`src/tpo_pkg.sv`:
```
// constants, register map and helpers of the timed pattern output block
// assumes a single 125 MHz clock and a classic wishbone master
// How it works
// group3 select field picks timer channel 0-3
// high enable bits gate copy to port B
// low enable bits gate copy to port A
// shared 2/3 trigger: all data first address
// split 2/3 trigger: halves split, unused reads one
// split 0/1 trigger: halves split, unused reads one
// normal uses match A; non-overlap uses A and B
// enabled bits copy on trigger, others hold
package tpo_pkg;
  localparam int unsigned TPO_IDX_W = 16;
  // register indices; byte address is four times the index
  localparam logic [15:0] TPO_IDX_TRIG_SEL = 16'h00a0;
  localparam logic [15:0] TPO_IDX_MODE = 16'h00a1;
  localparam logic [15:0] TPO_IDX_EN_HIGH = 16'h00a2;
  localparam logic [15:0] TPO_IDX_EN_LOW = 16'h00a3;
  localparam logic [15:0] TPO_IDX_UPPER_A = 16'hffa4;
  localparam logic [15:0] TPO_IDX_LOWER_A = 16'hffa5;
  localparam logic [15:0] TPO_IDX_UPPER_B = 16'hffa6;
  localparam logic [15:0] TPO_IDX_LOWER_B = 16'hffa7;
  // reset values
  localparam logic [7:0] TPO_RST_TRIG_SEL = 8'hff;
  localparam logic [3:0] TPO_RST_MODE = 4'h0;
  localparam logic [7:0] TPO_RST_EN = 8'h00;
  localparam logic [15:0] TPO_RST_NEXT = 16'h0000;
  localparam logic [15:0] TPO_RST_LATCH = 16'h0000;
  localparam logic [3:0] TPO_UNUSED_NIB = 4'hf;
  localparam logic [7:0] TPO_UNUSED_BYTE = 8'hff;
  // field positions of the trigger select register, two bits per group
  localparam int unsigned TPO_SEL_W = 2;
  localparam int unsigned TPO_GROUPS = 4;

  typedef enum logic [1:0] {
    TPO_WB_IDLE = 2'b01,
    TPO_WB_ACK = 2'b10
  } tpo_wb_state_e;

  // channel strobe chosen by a two-bit select code
  function automatic logic tpo_pick(input logic [3:0] strobes,
                                    input logic [1:0] sel);
    tpo_pick = strobes[sel];
  endfunction : tpo_pick

  // select code of group g out of the trigger select register
  function automatic logic [1:0] tpo_group_sel(input logic [7:0] tsel,
                                               input int unsigned g);
    tpo_group_sel = tsel[g*TPO_SEL_W +: TPO_SEL_W];
  endfunction : tpo_group_sel
endpackage : tpo_pkg

```
`src/tpo_trig_if.sv`:
```
// trigger strobes passed between the register block and the trigger unit
// assumes both ends sit on the same clock
interface tpo_trig_if;
  logic [3:0] cmp_a;
  logic [3:0] cmp_b;
  logic [7:0] trig_sel;
  logic [3:0] non_overlap;
  logic [3:0] fire_a;
  logic [3:0] fire_b;
  modport regs (output cmp_a, output cmp_b, output trig_sel,
                output non_overlap, input fire_a, input fire_b);
  modport unit (input cmp_a, input cmp_b, input trig_sel,
                input non_overlap, output fire_a, output fire_b);
endinterface : tpo_trig_if

```
`src/tpo_trig_unit.sv`:
```
// per-group trigger decode: channel choice and mode gating
// assumes compare strobes are one-cycle pulses on the system clock
module tpo_trig_unit (
  tpo_trig_if.unit trig
);
  always_comb begin
    for (int unsigned g = 0; g < tpo_pkg::TPO_GROUPS; g++) begin
      trig.fire_a[g] = tpo_pkg::tpo_pick(trig.cmp_a,
        tpo_pkg::tpo_group_sel(trig.trig_sel, g));
      // match B only matters in non-overlap mode
      trig.fire_b[g] = trig.non_overlap[g] & tpo_pkg::tpo_pick(trig.cmp_b,
        tpo_pkg::tpo_group_sel(trig.trig_sel, g));
    end
  end
endmodule : tpo_trig_unit

```
`src/tpo_top.sv`:
```
// timed pattern output: wishbone registers, next data and port latches
// assumes synchronous active-high reset and one-cycle compare strobes
//
// Design decision made here: the Wishbone register port.
module tpo_top (
  input wire logic mclk_in,
  input wire logic rst_in,
  input wire logic wb_cyc_in,
  input wire logic wb_stb_in,
  input wire logic wb_we_in,
  input wire logic [17:0] wb_adr_in,
  input wire logic [3:0] wb_sel_in,
  input wire logic [31:0] wb_dat_in,
  output logic [31:0] wb_dat_out,
  output logic wb_ack_out,
  input wire logic [3:0] cmp_match_a_in,
  input wire logic [3:0] cmp_match_b_in,
  output logic [7:0] port_a_latch_out,
  output logic [7:0] port_b_latch_out
);
  tpo_trig_if trig ();
  tpo_trig_unit u_trig (.trig(trig));

  tpo_pkg::tpo_wb_state_e wb_state_reg;
  logic [7:0] pattern_trigger_select_reg;
  logic [3:0] mode_reg;
  logic [7:0] next_data_enable_high_reg;
  logic [7:0] next_data_enable_low_reg;
  logic [15:0] next_data_bit_reg;
  logic [15:0] latch_reg;
  logic [15:0] latch_next;
  logic [31:0] rdata_next;
  logic [31:0] rdata_reg;
  logic [15:0] idx;
  logic req;
  logic wr;
  logic share_hi;
  logic share_lo;
  logic [15:0] enable_all;
  logic [7:0] upper_a_rd;
  logic [7:0] upper_b_rd;
  logic [7:0] lower_a_rd;
  logic [7:0] lower_b_rd;

  assign trig.cmp_a = cmp_match_a_in;
  assign trig.cmp_b = cmp_match_b_in;
  assign trig.trig_sel = pattern_trigger_select_reg;
  assign trig.non_overlap = mode_reg;

  assign idx = wb_adr_in[17:2];
  assign req = wb_cyc_in & wb_stb_in & (wb_state_reg == tpo_pkg::TPO_WB_IDLE);
  // writes take effect on the ack edge; only byte lane 0 carries data
  assign wr = req & wb_we_in & wb_sel_in[0];
  assign wb_ack_out = wb_state_reg == tpo_pkg::TPO_WB_ACK;
  assign wb_dat_out = rdata_reg;

  // groups share a trigger when their select codes match
  assign share_hi = tpo_pkg::tpo_group_sel(pattern_trigger_select_reg, 2) ==
                    tpo_pkg::tpo_group_sel(pattern_trigger_select_reg, 3);
  assign share_lo = tpo_pkg::tpo_group_sel(pattern_trigger_select_reg, 0) ==
                    tpo_pkg::tpo_group_sel(pattern_trigger_select_reg, 1);
  assign enable_all = {next_data_enable_high_reg, next_data_enable_low_reg};

  // first address of a pair: all eight bits when shared, else high nibble
  function automatic logic [7:0] first_view(input logic [7:0] nd,
                                            input logic shared);
    if (shared) begin
      first_view = nd;
    end else begin
      first_view = {nd[7:4], tpo_pkg::TPO_UNUSED_NIB};
    end
  endfunction : first_view

  // second address of a pair: reserved when shared, else low nibble
  function automatic logic [7:0] second_view(input logic [7:0] nd,
                                             input logic shared);
    if (shared) begin
      second_view = tpo_pkg::TPO_UNUSED_BYTE;
    end else begin
      second_view = {tpo_pkg::TPO_UNUSED_NIB, nd[3:0]};
    end
  endfunction : second_view

  // read views of the next data registers, layout follows trigger sharing
  assign upper_a_rd = first_view(next_data_bit_reg[15:8], share_hi);
  assign upper_b_rd = second_view(next_data_bit_reg[15:8], share_hi);
  assign lower_a_rd = first_view(next_data_bit_reg[7:0], share_lo);
  assign lower_b_rd = second_view(next_data_bit_reg[7:0], share_lo);

  always_comb begin
    rdata_next = 32'h0000_0000;
    case (idx)
      tpo_pkg::TPO_IDX_TRIG_SEL: rdata_next[7:0] = pattern_trigger_select_reg;
      tpo_pkg::TPO_IDX_MODE: rdata_next[3:0] = mode_reg;
      tpo_pkg::TPO_IDX_EN_HIGH: rdata_next[7:0] = next_data_enable_high_reg;
      tpo_pkg::TPO_IDX_EN_LOW: rdata_next[7:0] = next_data_enable_low_reg;
      tpo_pkg::TPO_IDX_UPPER_A: rdata_next[7:0] = upper_a_rd;
      tpo_pkg::TPO_IDX_UPPER_B: rdata_next[7:0] = upper_b_rd;
      tpo_pkg::TPO_IDX_LOWER_A: rdata_next[7:0] = lower_a_rd;
      tpo_pkg::TPO_IDX_LOWER_B: rdata_next[7:0] = lower_b_rd;
      default: rdata_next = 32'h0000_0000;
    endcase
  end

  // one wait-free ack per request, then one idle cycle before the next
  always_ff @(posedge mclk_in) begin
    if (rst_in) begin
      wb_state_reg <= tpo_pkg::TPO_WB_IDLE;
    end else begin
      case (wb_state_reg)
        tpo_pkg::TPO_WB_IDLE: begin
          if (req) begin
            wb_state_reg <= tpo_pkg::TPO_WB_ACK;
          end
        end
        tpo_pkg::TPO_WB_ACK: wb_state_reg <= tpo_pkg::TPO_WB_IDLE;
        default: wb_state_reg <= tpo_pkg::TPO_WB_IDLE;
      endcase
    end
  end

  always_ff @(posedge mclk_in) begin
    if (rst_in) begin
      rdata_reg <= 32'h0000_0000;
    end else if (req) begin
      rdata_reg <= rdata_next;
    end
  end

  always_ff @(posedge mclk_in) begin
    if (rst_in) begin
      pattern_trigger_select_reg <= tpo_pkg::TPO_RST_TRIG_SEL;
      mode_reg <= tpo_pkg::TPO_RST_MODE;
    end else if (wr) begin
      case (idx)
        tpo_pkg::TPO_IDX_TRIG_SEL: begin
          pattern_trigger_select_reg <= wb_dat_in[7:0];
        end
        tpo_pkg::TPO_IDX_MODE: mode_reg <= wb_dat_in[3:0];
        default: ;
      endcase
    end
  end

  always_ff @(posedge mclk_in) begin
    if (rst_in) begin
      next_data_enable_high_reg <= tpo_pkg::TPO_RST_EN;
      next_data_enable_low_reg <= tpo_pkg::TPO_RST_EN;
    end else if (wr) begin
      case (idx)
        tpo_pkg::TPO_IDX_EN_HIGH: next_data_enable_high_reg <= wb_dat_in[7:0];
        tpo_pkg::TPO_IDX_EN_LOW: next_data_enable_low_reg <= wb_dat_in[7:0];
        default: ;
      endcase
    end
  end

  // next data: which bits a write reaches depends on trigger sharing
  always_ff @(posedge mclk_in) begin
    if (rst_in) begin
      next_data_bit_reg <= tpo_pkg::TPO_RST_NEXT;
    end else if (wr) begin
      case (idx)
        tpo_pkg::TPO_IDX_UPPER_A: begin
          next_data_bit_reg[15:12] <= wb_dat_in[7:4];
          if (share_hi) begin
            next_data_bit_reg[11:8] <= wb_dat_in[3:0];
          end
        end
        tpo_pkg::TPO_IDX_UPPER_B: begin
          // fully reserved while groups 2 and 3 share a trigger
          if (!share_hi) begin
            next_data_bit_reg[11:8] <= wb_dat_in[3:0];
          end
        end
        tpo_pkg::TPO_IDX_LOWER_A: begin
          next_data_bit_reg[7:4] <= wb_dat_in[7:4];
          if (share_lo) begin
            next_data_bit_reg[3:0] <= wb_dat_in[3:0];
          end
        end
        tpo_pkg::TPO_IDX_LOWER_B: begin
          if (!share_lo) begin
            next_data_bit_reg[3:0] <= wb_dat_in[3:0];
          end
        end
        default: ;
      endcase
    end
  end

  // one group of four pins on its own triggers
  function automatic logic [3:0] group_update(input logic [3:0] cur,
                                              input logic [3:0] nxt,
                                              input logic [3:0] en,
                                              input logic fa,
                                              input logic fb);
    group_update = cur;
    // match B opens the non-overlap gap by dropping bits about to change;
    // match A then loads the new pattern, so match A wins if both coincide
    if (fa) begin
      group_update = (en & nxt) | (~en & cur);
    end else if (fb) begin
      group_update = cur & ~(en & (cur ^ nxt));
    end
  endfunction : group_update

  always_comb begin
    latch_next = latch_reg;
    for (int unsigned g = 0; g < tpo_pkg::TPO_GROUPS; g++) begin
      latch_next[g*4 +: 4] = group_update(latch_reg[g*4 +: 4],
        next_data_bit_reg[g*4 +: 4], enable_all[g*4 +: 4], trig.fire_a[g],
        trig.fire_b[g]);
    end
  end

  always_ff @(posedge mclk_in) begin
    if (rst_in) begin
      latch_reg <= tpo_pkg::TPO_RST_LATCH;
    end else begin
      latch_reg <= latch_next;
    end
  end

  assign port_a_latch_out = latch_reg[7:0];
  assign port_b_latch_out = latch_reg[15:8];
endmodule : tpo_top

```
`config.mk`:
```
export PLATFORM = sky130hd
export DESIGN_NAME = tpo_top
export DESIGN_NICKNAME = d
export VERILOG_FILES = /design/src/tpo_pkg.sv /design/src/tpo_trig_if.sv /design/src/tpo_trig_unit.sv /design/src/tpo_top.sv
export SDC_FILE = /design/constraint.sdc
export NUM_CORES = 1
export LEC_CHECK = 0
export ABC_CLOCK_PERIOD_IN_PS = 3000
export BUFFER_PORTS_ARGS = -buffer_cell sky130_fd_sc_hd__buf_4
export CORE_MARGIN = 5
export CORE_UTILIZATION = 55
export DETAILED_ROUTE_END_ITERATION = 8
export PLACE_DENSITY = 0.95
export SLEW_MARGIN = 25
export SYNTH_ARGS = -nofsm -noshare
export SYNTH_HDL_FRONTEND = slang
export SYNTH_HIERARCHICAL = 1
export SYNTH_SLANG_ARGS = --single-unit
export TNS_END_PERCENT = 100
```
`constraint.sdc`:
```
create_clock -name mclk_in -period 3 [get_ports mclk_in]
set_clock_uncertainty 0.2 [all_clocks]
set_input_delay 0.3 -clock mclk_in [delete_from_list [all_inputs] [get_ports mclk_in]]
set_output_delay 0.3 -clock mclk_in [all_outputs]
set_load 0.1 [all_outputs]
```
### Word level (Yosys, flattened, before mapping)

Cells that the tools add are included.

* $lt $le $gt $ge: 4
* eq/ne operators: 16
* muxes and demuxes: 36
* bitwise gates (word level): 41
* reduce and logical (&&, ||, !) cells: 15

Operator list (count)
* AND 4 bit: 16
* == test 16 bit (second input constant): 4
* == test 16 x 8 -> 1 bit (second input constant): 4
* 2-to-1 mux 4 bit: 16
* inverter 4 bit: 8
* one-hot mux 4 bit (8 select lines): 1
* one-hot mux 4 bit (7 select lines): 1
* binary-select mux 1 bit (select 2 bit): 8
* bitwise OR 4 bit: 4
* one-hot mux 4 bit (2 select lines): 2
* XOR 4 bit: 4
* less-than comparator 2 x 3 -> 1 bit (second input constant): 4
* AND reduction 2 bit: 6
* nonzero test 2 bit: 6
* AND 1 bit: 8
* 2-to-1 mux 1 bit: 8
* != test 2 bit (second input constant): 4
* AND reduction 4 bit: 2
* == test 2 bit: 2
* == test 2 x 1 -> 1 bit (second input constant): 1
* == test 2 bit (second input constant): 1
* OR reduction 2 bit: 1
* inverter 1 bit: 1

* flip-flop bits (word level): 70
* input port bits: 67
* output and inout bits: 49
* word-level logic and storage cells: 126

### Depth between registers and ports, before layout

Gate-level depths: netlist of the first run.

* depth in word-level cells: 6
* depth in mapped cells: 7
* gate-level depth less buffers: 5

### Modules after synthesis

Netlist of the first run, hierarchy kept.

Modules (own cells, without submodules)
* tpo_top: times used 1, cells an instance 369, area each 3498.4 um^2, seq. area each 1401.3 um^2
* tpo_trig_unit: times used 1, cells an instance 12, area each 235.2 um^2, seq. area each 0.0 um^2

### Least setup slack after synthesis of the first run

OpenSTA, ideal clock, no wires.

* kind: register to output
* start: register wb_state_reg[1]
* end: output port wb_ack_out
* data arrival time: 1.666 ns
* required time: 2.500 ns
* setup slack: 0.834 ns
* cell stages (with the launch flop): 2
* buffers on the path: 0
* cells stage by stage: dfxtp_1 nor2b_1

* word-level cells in the longest chain between the ends: 1

RTL lines
* from (decl): RTL line tpo_top.sv:24 `tpo_pkg::tpo_wb_state_e wb_state_reg;`
* from (signal assigned): RTL line tpo_top.sv:108 `wb_state_reg <= tpo_pkg::TPO_WB_IDLE;`
* from (signal assigned): RTL line tpo_top.sv:113 `wb_state_reg <= tpo_pkg::TPO_WB_ACK;`
* from (signal assigned): RTL line tpo_top.sv:116 `tpo_pkg::TPO_WB_ACK: wb_state_reg <= tpo_pkg::TPO_WB_IDLE;`
* == test 2 bit: RTL line tpo_top.sv:54 `assign wb_ack_out = wb_state_reg == tpo_pkg::TPO_WB_ACK;`
* to (decl): RTL line tpo_top.sv:15 `output logic wb_ack_out,`

Every way passes these cells.

### Worst setup path in the final report of the first run

* start: register wb_state_reg[1]
* end: register pattern_trigger_select_reg[3]

* word-level cells in the longest chain between the ends: 5

RTL lines
* == test 2 x 1 -> 1 bit: RTL line tpo_top.sv:51 `assign req = wb_cyc_in & wb_stb_in & (wb_state_reg == tpo_pkg::TPO_WB_IDLE);`
* AND 1 bit: RTL line tpo_top.sv:51
* AND 1 bit (2 in a row): RTL line tpo_top.sv:53 `assign wr = req & wb_we_in & wb_sel_in[0];`
* AND reduction 2 bit (no line)
* to (signal assigned): RTL line tpo_top.sv:132 `pattern_trigger_select_reg <= tpo_pkg::TPO_RST_TRIG_SEL;`
* to (signal assigned): RTL line tpo_top.sv:137 `pattern_trigger_select_reg <= wb_dat_in[7:0];`
* to (decl): RTL line tpo_top.sv:25 `logic [7:0] pattern_trigger_select_reg;`

Every way passes these cells.
A chain may end at the register's enable or synchronous reset.

==> results of run 1 <==
==> path summary, 6_finish.rpt <==
path / from / endpoint / slack [ps] / cells past startpoint
setup reg to reg: wb_state_reg[1] / pattern_trigger_select_reg[3] / 540 / 5
hold reg to reg: next_data_bit_reg[7] / next_data_bit_reg[7] / 290 / 2
hold / removal: wb_dat_in[0] / pattern_trigger_select_reg[0] / 20 / 2
setup / recovery: wb_state_reg[1] / pattern_trigger_select_reg[3] / 540 / 5
==> area by class of cell <==
| class | count | share of cell area (%) |
|---|---|---|
| Sequential cell | 70 | 31.72 |
| Tap cell | 80 | 2.266 |
| Clock buffer | 10 | 2.889 |
| Multi-Input combinational cell | 293 | 48.37 |
| Inverter | 2 | 0.1699 |
| Clock inverter | 6 | 1.954 |
| Timing Repair Buffer | 73 | 12.63 |
==> power by group <==
group          switching (uW)  internal, uW  total (uW)
sequential               4.64           936         941
combinational             266          75.9         342
clock                     367           466         833
total                     638          1480        2120
==> synthesized netlist by cell type, types with 4 or more instances <==
library cell | count | area (sq um)
sky130_fd_sc_hd__nand3_1 | 6 | 30.03
sky130_fd_sc_hd__mux4_2 | 4 | 90.09
sky130_fd_sc_hd__o21bai_1 | 5 | 37.54
sky130_fd_sc_hd__nor3_1 | 6 | 30.03
sky130_fd_sc_hd__nor2b_1 | 12 | 75.07
sky130_fd_sc_hd__a21o_1 | 16 | 120.1
sky130_fd_sc_hd__nor2_1 | 59 | 221.5
sky130_fd_sc_hd__o21ai_0 | 20 | 100.1
sky130_fd_sc_hd__mux2i_1 | 32 | 320.3
sky130_fd_sc_hd__and2_1 | 5 | 31.28
sky130_fd_sc_hd__mux4_1 | 8 | 210.2
sky130_fd_sc_hd__nand2_1 | 8 | 30.03
sky130_fd_sc_hd__o22ai_1 | 4 | 25.02
sky130_fd_sc_hd__a21oi_1 | 6 | 30.03
sky130_fd_sc_hd__buf_4 | 24 | 180.2
sky130_fd_sc_hd__mux2_2 | 4 | 45.04
sky130_fd_sc_hd__dfxtp_1 | 70 | 1401
sky130_fd_sc_hd__a22oi_1 | 20 | 150.1
sky130_fd_sc_hd__clkbuf_1 | 8 | 30.03
sky130_fd_sc_hd__a211o_2 | 6 | 60.06
==> critical path, cell delays in order, from the launching register on <==
cell and delay [ps]:
sky130_fd_sc_hd__dfxtp_1 320, sky130_fd_sc_hd__nand4b_1 410, sky130_fd_sc_hd__nor2_1 310, sky130_fd_sc_hd__and4_1 610
sky130_fd_sc_hd__nor2b_1 140, sky130_fd_sc_hd__a211o_2 350
==> per-layer routing <==
metal  routed length [um]  share of wire, %  up-vias  GRT usage [%]
li1                     -                 -     1515              -
met1                 4234                41     1655          30.68
met2                 4967                48      208          39.58
met3                  962               9.3       27          7.149
met4                  230               2.2        0          8.663
met5                    0                 0        -              0
==> per-stage QoR <==
| stage | setup slack (ps) | area (sq um) | instances |
|---|---|---|---|
| detailed placement | 357.1 | 4164 | 514 |
| global route | 391.7 | 4418 | 534 |
| global placement | 435.6 | 4164 | 514 |
| floorplan | 834.1 | 3820 | 404 |
| finish | 544.8 | 4418 | 534 |
| CTS | 596.5 | 4398 | 532 |
==> logic make-up after synthesis <==
| logic type | count (synthesis) |
|---|---|
| XOR/XNOR | 4 |
| AO/OA/AOI/OAI | 96 |
| AND/OR/NAND/NOR | 121 |
| other | 1 |
| buffers and inverters | 41 |
| flip-flops | 70 |
| multiplexers | 48 |
==> results.cfg, run 1 <==
[timing]
finalSetupViolations = 0
fin_setup_tns_ps = 0
max_frequency_mhz = 407.3
fin_worst_hold_slack_ps = 22.16
slew_headroom_pct = 55.85
period_share_pct = 81.84
final-max-slew-violation-count = 0
worst_slew_pin_slew_ps = 656.2
hold_violations = 0
rsz0062_at_grt = no
period_minus_slack_ps = 2455

[clock_network]
ctsHoldBuffers = 2
clkLatencyLatePin_ps = 360
cts_sinks = 70
path_clk_slew_ps = 70
post_cts_resized = 0
tritoncts_clock_tree = yes
htree_levels = 3
postCtsSetupBuffers = 0
cts_made_buffers = 9
cts_max_path_buffers = 2
root_buffer = sky130_fd_sc_hd__clkbuf_8

[drt]
routed_wirelength_um = 10390
drt_iter0_drc = 373
detailedRoute.firstPassIterationCount = 5
avgRoutedWirePerCell_um = 19.46
drc = 0
detail-route-antenna-nets = 0
dr_total_vias = 3405
vias_per_cell = 6.376

[logic_synthesis]
synth_sequential_area_ratio_pct = 37.53
ys_warn_count = 6
synth_top_family_by_area = compound AO/OA/AOI/OAI gates
flip_flop_and_latch_count_after_synthesis = 70
synth-xor-area-share_pct = 0.9383
synth_enable_flop_cells = 0
yosys.area_share.simple_pct = 17.09
postSynthCellCount = 381
synth_cell_types = 59
postSynth.topFlopCell = sky130_fd_sc_hd__dfxtp_1
synth_fa_ha_area_share_pct = 0
synthArstFlopShare_pct = 0
post_synthesis_mean_instance_area_sq_um = 9.799
syn-cell-area_sq_um = 3734
synth_compound_gate_area_share_pct = 18.97
synthMuxAreaShare_pct = 17.83

[global_routing]
grt_overflow_total = 0
number_of_global_route_vias_before_repair = 3259
global_route_usage_over_all_layers_pct = 24.34
antenna_violations_before_repair = 0
grt_pass1_wl_um = 16470
grt_start_max_net_pins = 67

[placed_design]
place.detailed.hpwl_um = 7145
gp_congestion = 0.8863
io_buffers = 62

[finish]
final_core_utilization_pct = 66.12
drive_above_1_share_pct = 23.79
seqCellArea_sq_um = 1401
layout_common_cells = sky130_fd_sc_hd__dfxtp_1 (70), sky130_fd_sc_hd__buf_4 (69), sky130_fd_sc_hd__nor2_1 (59)
antenna_cells = 0
nets = 516
multiInputGateArea_sq_um = 2137
final_common_cell = sky130_fd_sc_hd__dfxtp_1
layout-area-overhead-vs-synth_pct = 18.33
nFillCells = 489

[die]
overall_die_width_um = 92.39
std_cell_rows = 30
die_height_um = 92.39
die-area_sq_um = 8536
io-pin-count = 116
initial_core_util_pct = 55.88
placeableCoreArea_sq_um = 6681

[critical_path]
worstSetupStartpointType = flop
critical_path_class = flop to flop
timing.critical_path.required_ps = 3050
worst_setup_path_end_kind = flop
worst-endpoint-arrival_ps = 2500
crit_fanout = 15

[pwr]
ir_drop_mv = 0.2921
total_power_of_the_final_layout_uw = 2116
power_leakage_uw = 0.002029
power.density_nw_per_um2 = 479.0

[status]
outcome = completed

[min_path]
hp-class = input port to flop

[job]
number_of_max_cap_violations = 0
Note: power is estimated with default switching activity, not from simulation.
==> run 2: changes to the inputs <==
Settings changed: ABC_CLOCK_PERIOD_IN_PS 3000 to 2200, CORE_UTILIZATION 55 to 46, PLACE_DENSITY 0.95 to 0.87.
Clock period 3 ns to 2.2 ns, I/O delays scaled along.
==> run 2 against run 1 <==
Via count increased by 1.3%; critical path depth increased by 1; count of clock-buffer cells in the layout unchanged; die area increased by 17%.
==> results.cfg, run 2 (synthesis results as in run 1) <==
[critical_path]
crit_fanout = 5
worst_setup_path_end_kind = flop
worst-endpoint-arrival_ps = 2100
critical_path_class = flop to flop
worstSetupStartpointType = flop
timing.critical_path.required_ps = 2220

[timing]
fin_setup_tns_ps = 0
period_share_pct = 94.67
finalSetupViolations = 0
slew_headroom_pct = 55.22
worst_slew_pin_slew_ps = 671.6
period_minus_slack_ps = 2083
max_frequency_mhz = 480.1
final-max-slew-violation-count = 0
rsz0062_at_grt = no
hold_violations = 0
fin_worst_hold_slack_ps = 177.5

[placed_design]
place.detailed.hpwl_um = 7430
gp_congestion = 0.8530
io_buffers = 62

[finish]
layout_common_cells = sky130_fd_sc_hd__buf_4 (84), sky130_fd_sc_hd__dfxtp_1 (68), sky130_fd_sc_hd__nor2_1 (59)
final_common_cell = sky130_fd_sc_hd__buf_4
antenna_cells = 0
layout-area-overhead-vs-synth_pct = 23.99
drive_above_1_share_pct = 26.79
nets = 536
final_core_utilization_pct = 59.29

[min_path]
hp-class = input port to flop

[drt]
routed_wirelength_um = 10340
routed.top_layer = met4
wl_met3_um = 965
vias_per_cell = 5.988
routed-wl-met2_um = 4789
drt_iter0_drc = 358
detail-route-antenna-nets = 0
drt-met1-wl_um = 4250
avgRoutedWirePerCell_um = 17.95
drc = 0
detailedRoute.firstPassIterationCount = 5
dr_total_vias = 3449

[global_routing]
grt_start_max_net_pins = 67
antenna_violations_before_repair = 0
grt_overflow_total = 0
number_of_global_route_vias_before_repair = 3321
grt_pass1_wl_um = 16510
global_route_usage_over_all_layers_pct = 20.74

[clock_network]
htree_levels = 3
path_clk_slew_ps = 80
postCtsSetupBuffers = 0
cts_sinks = 70
clkLatencyLatePin_ps = 360
tritoncts_clock_tree = yes
cts_made_buffers = 9
root_buffer = sky130_fd_sc_hd__clkbuf_8
cts_max_path_buffers = 2

[job]
number_of_max_cap_violations = 0

[pwr]
power.density_nw_per_um2 = 632.8
total_power_of_the_final_layout_uw = 2929
ir_drop_mv = 0.3185
power_leakage_uw = 0.002124

[die]
io-pin-count = 116
std_cell_rows = 32
initial_core_util_pct = 47.82
die_height_um = 100.1
overall_die_width_um = 100.1
die-area_sq_um = 10020
placeableCoreArea_sq_um = 7807

[status]
outcome = completed
-- run 2: cell types whose count changed in the layout (fill, tap and decap cells not counted), sizes merged --
cell / before / now
buf: 69 / 85
clkinv: 3 / 2
clkinvlp: 1 / 2
dlygate4sd3: 4 / 8
-- run 2: routing by layer --
layer / global-route usage (%) / vias up
li1: - / 1561
met1: 26.29 / 1641
met4: 8.705 / 0
met2: 33.30 / 211
met3: 5.698 / 36
met5: 0 / -
-- run 2: final cells by class --
type	instances	area, sq um
clock buffer	10	137.6
clock inverter	6	85.08
fill	632	3178
inverter	2	7.507
multi-input combinational	293	2137
sequential	70	1404
tap	102	127.6
timing repair buffer	93	730.7
-- run 2: worst paths after layout --
path	endpoint	startpoint	slack (ps)	cells after the start
max	next_data_bit_reg[2]	pattern_trigger_select_reg[0]	120	6
min	next_data_bit_reg[8]	rst_in	180	2
max reg2reg	next_data_bit_reg[2]	pattern_trigger_select_reg[0]	120	6
min reg2reg	next_data_bit_reg[7]	next_data_bit_reg[7]	290	2
-- run 2: power breakdown --
part,internal (uW),switching [uW],total [uW]
clock,664,504,1170
sequential,1280,6.12,1280
combinational,113,365,478
-- run 2: per-stage QoR --
stage	setup slack (ps)	instance area, sq um	cells
after floorplan	114.1	3820	404
after global placement	-10.79	4324	552
after detailed placement	-108.7	4324	552
after CTS	75.02	4627	576
after global routing	40.33	4629	576
final	117.2	4629	576
-- run 2: timing repair --
action | in CTS | in global routing
hold buffers | 8 | 0
hold endpoints to repair | 40 | 0
gates resized for setup | 0 | 2
endpoints found under the setup margin | 0 | 4
-- run 2: critical path, stage by stage, from the launching register on --
cell,delay (ps)
sky130_fd_sc_hd__dfxtp_2,360
sky130_fd_sc_hd__xor2_1,190
sky130_fd_sc_hd__or3_1,390
sky130_fd_sc_hd__a2111oi_4,360
sky130_fd_sc_hd__buf_4,200
sky130_fd_sc_hd__mux2i_1,190
sky130_fd_sc_hd__nor2_1,50
==> run 3: changes to the inputs <==
Settings changed: CELL_PAD_IN_SITES_DETAIL_PLACEMENT set to 0, CELL_PAD_IN_SITES_GLOBAL_PLACEMENT set to 1, CORE_UTILIZATION 46 to 35, PLACE_DENSITY 0.87 to 0.88.
==> run 3 against run 2 <==
Non-clock buffer count is the same; combinational power hardly changed; cell area up 0.65%; sequential share of layout area shrank 0.25 points; die area is 28% higher; routed wire length shrank 0.55%; clock power shrank 10%; setup slack got worse by 13 ps; total power fell by 4.0%; flip-flop and latch count unchanged; global-route usage decreased by 4.9 points.
==> results.cfg, run 3 (synthesis results as in run 1) <==
[status]
outcome = completed

[drt]
dr_total_vias = 3216
detailedRoute.firstPassIterationCount = 4
detail-route-antenna-nets = 0
drc = 0
avgRoutedWirePerCell_um = 16.85
routed_wirelength_um = 10280
vias_per_cell = 5.272
drt_iter0_drc = 192

[min_path]
hold-path-cell-count = 2
worst_hold_path_startpoint = rst_in
timing.hold.worst_endpoint = next_data_bit_reg[11]
hp-class = input port to flop

[finish]
nFillCells = 986
layout_common_cells = sky130_fd_sc_hd__buf_4 (83), sky130_fd_sc_hd__dfxtp_1 (70), sky130_fd_sc_hd__nor2_1 (59)
multiInputGateArea_sq_um = 2137
final_common_cell = sky130_fd_sc_hd__buf_4
nets = 536
antenna_cells = 0
seqCellArea_sq_um = 1401
final_core_utilization_pct = 44.93
drive_above_1_share_pct = 26.16
layout-area-overhead-vs-synth_pct = 24.80

[placed_design]
place.detailed.hpwl_um = 7729
io_buffers = 62
gp_congestion = 0.8423

[timing]
slew_headroom_pct = 59.90
max_frequency_mhz = 477.1
period_minus_slack_ps = 2096
rsz0062_at_grt = no
worst_slew_pin_slew_ps = 596.0
period_share_pct = 95.27
final-max-slew-violation-count = 0
finalSetupViolations = 0
hold_violations = 0
fin_setup_tns_ps = 0

[pwr]
switching_pwr_uw = 841.8
combinationalPowerShare_pct = 17.0
p_sw_share_pct = 29.93
total_power_of_the_final_layout_uw = 2813
clock_power_share_pct = 37.4
ir_drop_mv = 0.2412
power.density_nw_per_um2 = 603.7
pwr-share-seq_pct = 45.6
cellInternalPower_uw = 1971
power_leakage_uw = 0.002132

[die]
io-pin-count = 116
std_cell_rows = 37
overall_die_width_um = 113.3
initial_core_util_pct = 36.00
die_height_um = 113.3
placeableCoreArea_sq_um = 10370
die-area_sq_um = 12830

[critical_path]
critical_path.reg2reg.endpoint = next_data_bit_reg[0]
worst_setup_path_end_kind = flop
timing.reg2reg.setup_slack_ps = 100
crit_fanout = 5
crit-reg2reg-launch = pattern_trigger_select_reg[2]
worstSetupStartpointType = flop
worst-endpoint-arrival_ps = 2120
critical_path_class = flop to flop
timing.reg2reg.worst_path_depth = 6
timing.critical_path.required_ps = 2230

[clock_network]
root_buffer = sky130_fd_sc_hd__clkbuf_8
path_clk_slew_ps = 80
post_cts_resized = 0
cts_max_path_buffers = 2
htree_levels = 3
clkLatencyLatePin_ps = 350
cts_made_buffers = 9
cts_sinks = 70
tritoncts_clock_tree = yes

[global_routing]
grt_start_max_net_pins = 36
global_route_usage_over_all_layers_pct = 15.81
antenna_violations_before_repair = 0
grt_overflow_total = 0
number_of_global_route_vias_before_repair = 3074
grt_pass1_wl_um = 16160

[job]
number_of_max_cap_violations = 0
-- run 3: repair_timing --
item                                   4_1_cts  5_1_grt
hold buffers                                 8        0
endpoints found under the hold margin       44        0
buffers inserted                             0        0
-- run 3: how the worst max path moves through the flow --
stage,startpoint,endpoint,slack [ps],cells after the start
global route,pattern_trigger_select_reg[2],next_data_bit_reg[0],6,6
finish,pattern_trigger_select_reg[2],next_data_bit_reg[0],100,6
floorplan,wb_state_reg[1],wb_ack_out,110,1
detailed placement,wb_adr_in[13],next_data_enable_low_reg[7],-90,8
CTS,pattern_trigger_select_reg[2],next_data_bit_reg[0],110,6
global placement,wb_adr_in[13],next_data_enable_low_reg[4],-20,8
-- run 3: area by class of cell --
| type | instances | area share [%] |
|---|---|---|
| Sequential cell | 70 | 30.08 |
| Multi-Input combinational cell | 293 | 45.86 |
| Tap cell | 136 | 3.652 |
| Clock inverter | 4 | 0.9667 |
| Inverter | 2 | 0.1611 |
| Clock buffer | 12 | 3.330 |
| Timing Repair Buffer | 93 | 15.95 |
-- run 3: per-layer routing --
metal	GRT usage [%]	routed length, um	vias to the layer above
met1	21.03	4705	1541
li1	-	-	1558
met2	24.49	4675	99
met5	0	0	-
met3	4.332	697	18
met4	5.929	202	0
-- run 3: metrics by stage --
stage	cells	hold slack [ps]	cell area (sq um)	setup slack, ps
floorplan	404	115.5	3820	114.1
global placement	586	261.0	4379	-18.11
detailed placement	586	262.0	4379	-88.21
global route	610	66.35	4659	5.741
finish	610	73.30	4659	104.1
CTS	610	50.94	4659	110.5
-- run 3: critical path, stage by stage, from the launching register on --
cell                        delay (ps)
sky130_fd_sc_hd__dfxtp_1           450
sky130_fd_sc_hd__xor2_1            130
sky130_fd_sc_hd__or3_1             380
sky130_fd_sc_hd__a2111oi_4         370
sky130_fd_sc_hd__buf_4             200
sky130_fd_sc_hd__mux2i_1           200
sky130_fd_sc_hd__nor2_1             50
-- run 3: power groups by stage --
stage / combinational, uW / sequential (uW) / clock, uW
final: 478 / 1280 / 1050
after detailed placement: 464 / 1310 / 0
after CTS: 477 / 1280 / 1080
after floorplan: 313 / 1380 / 0
after global placement: 458 / 1310 / 0
after global routing: 498 / 1280 / 1140
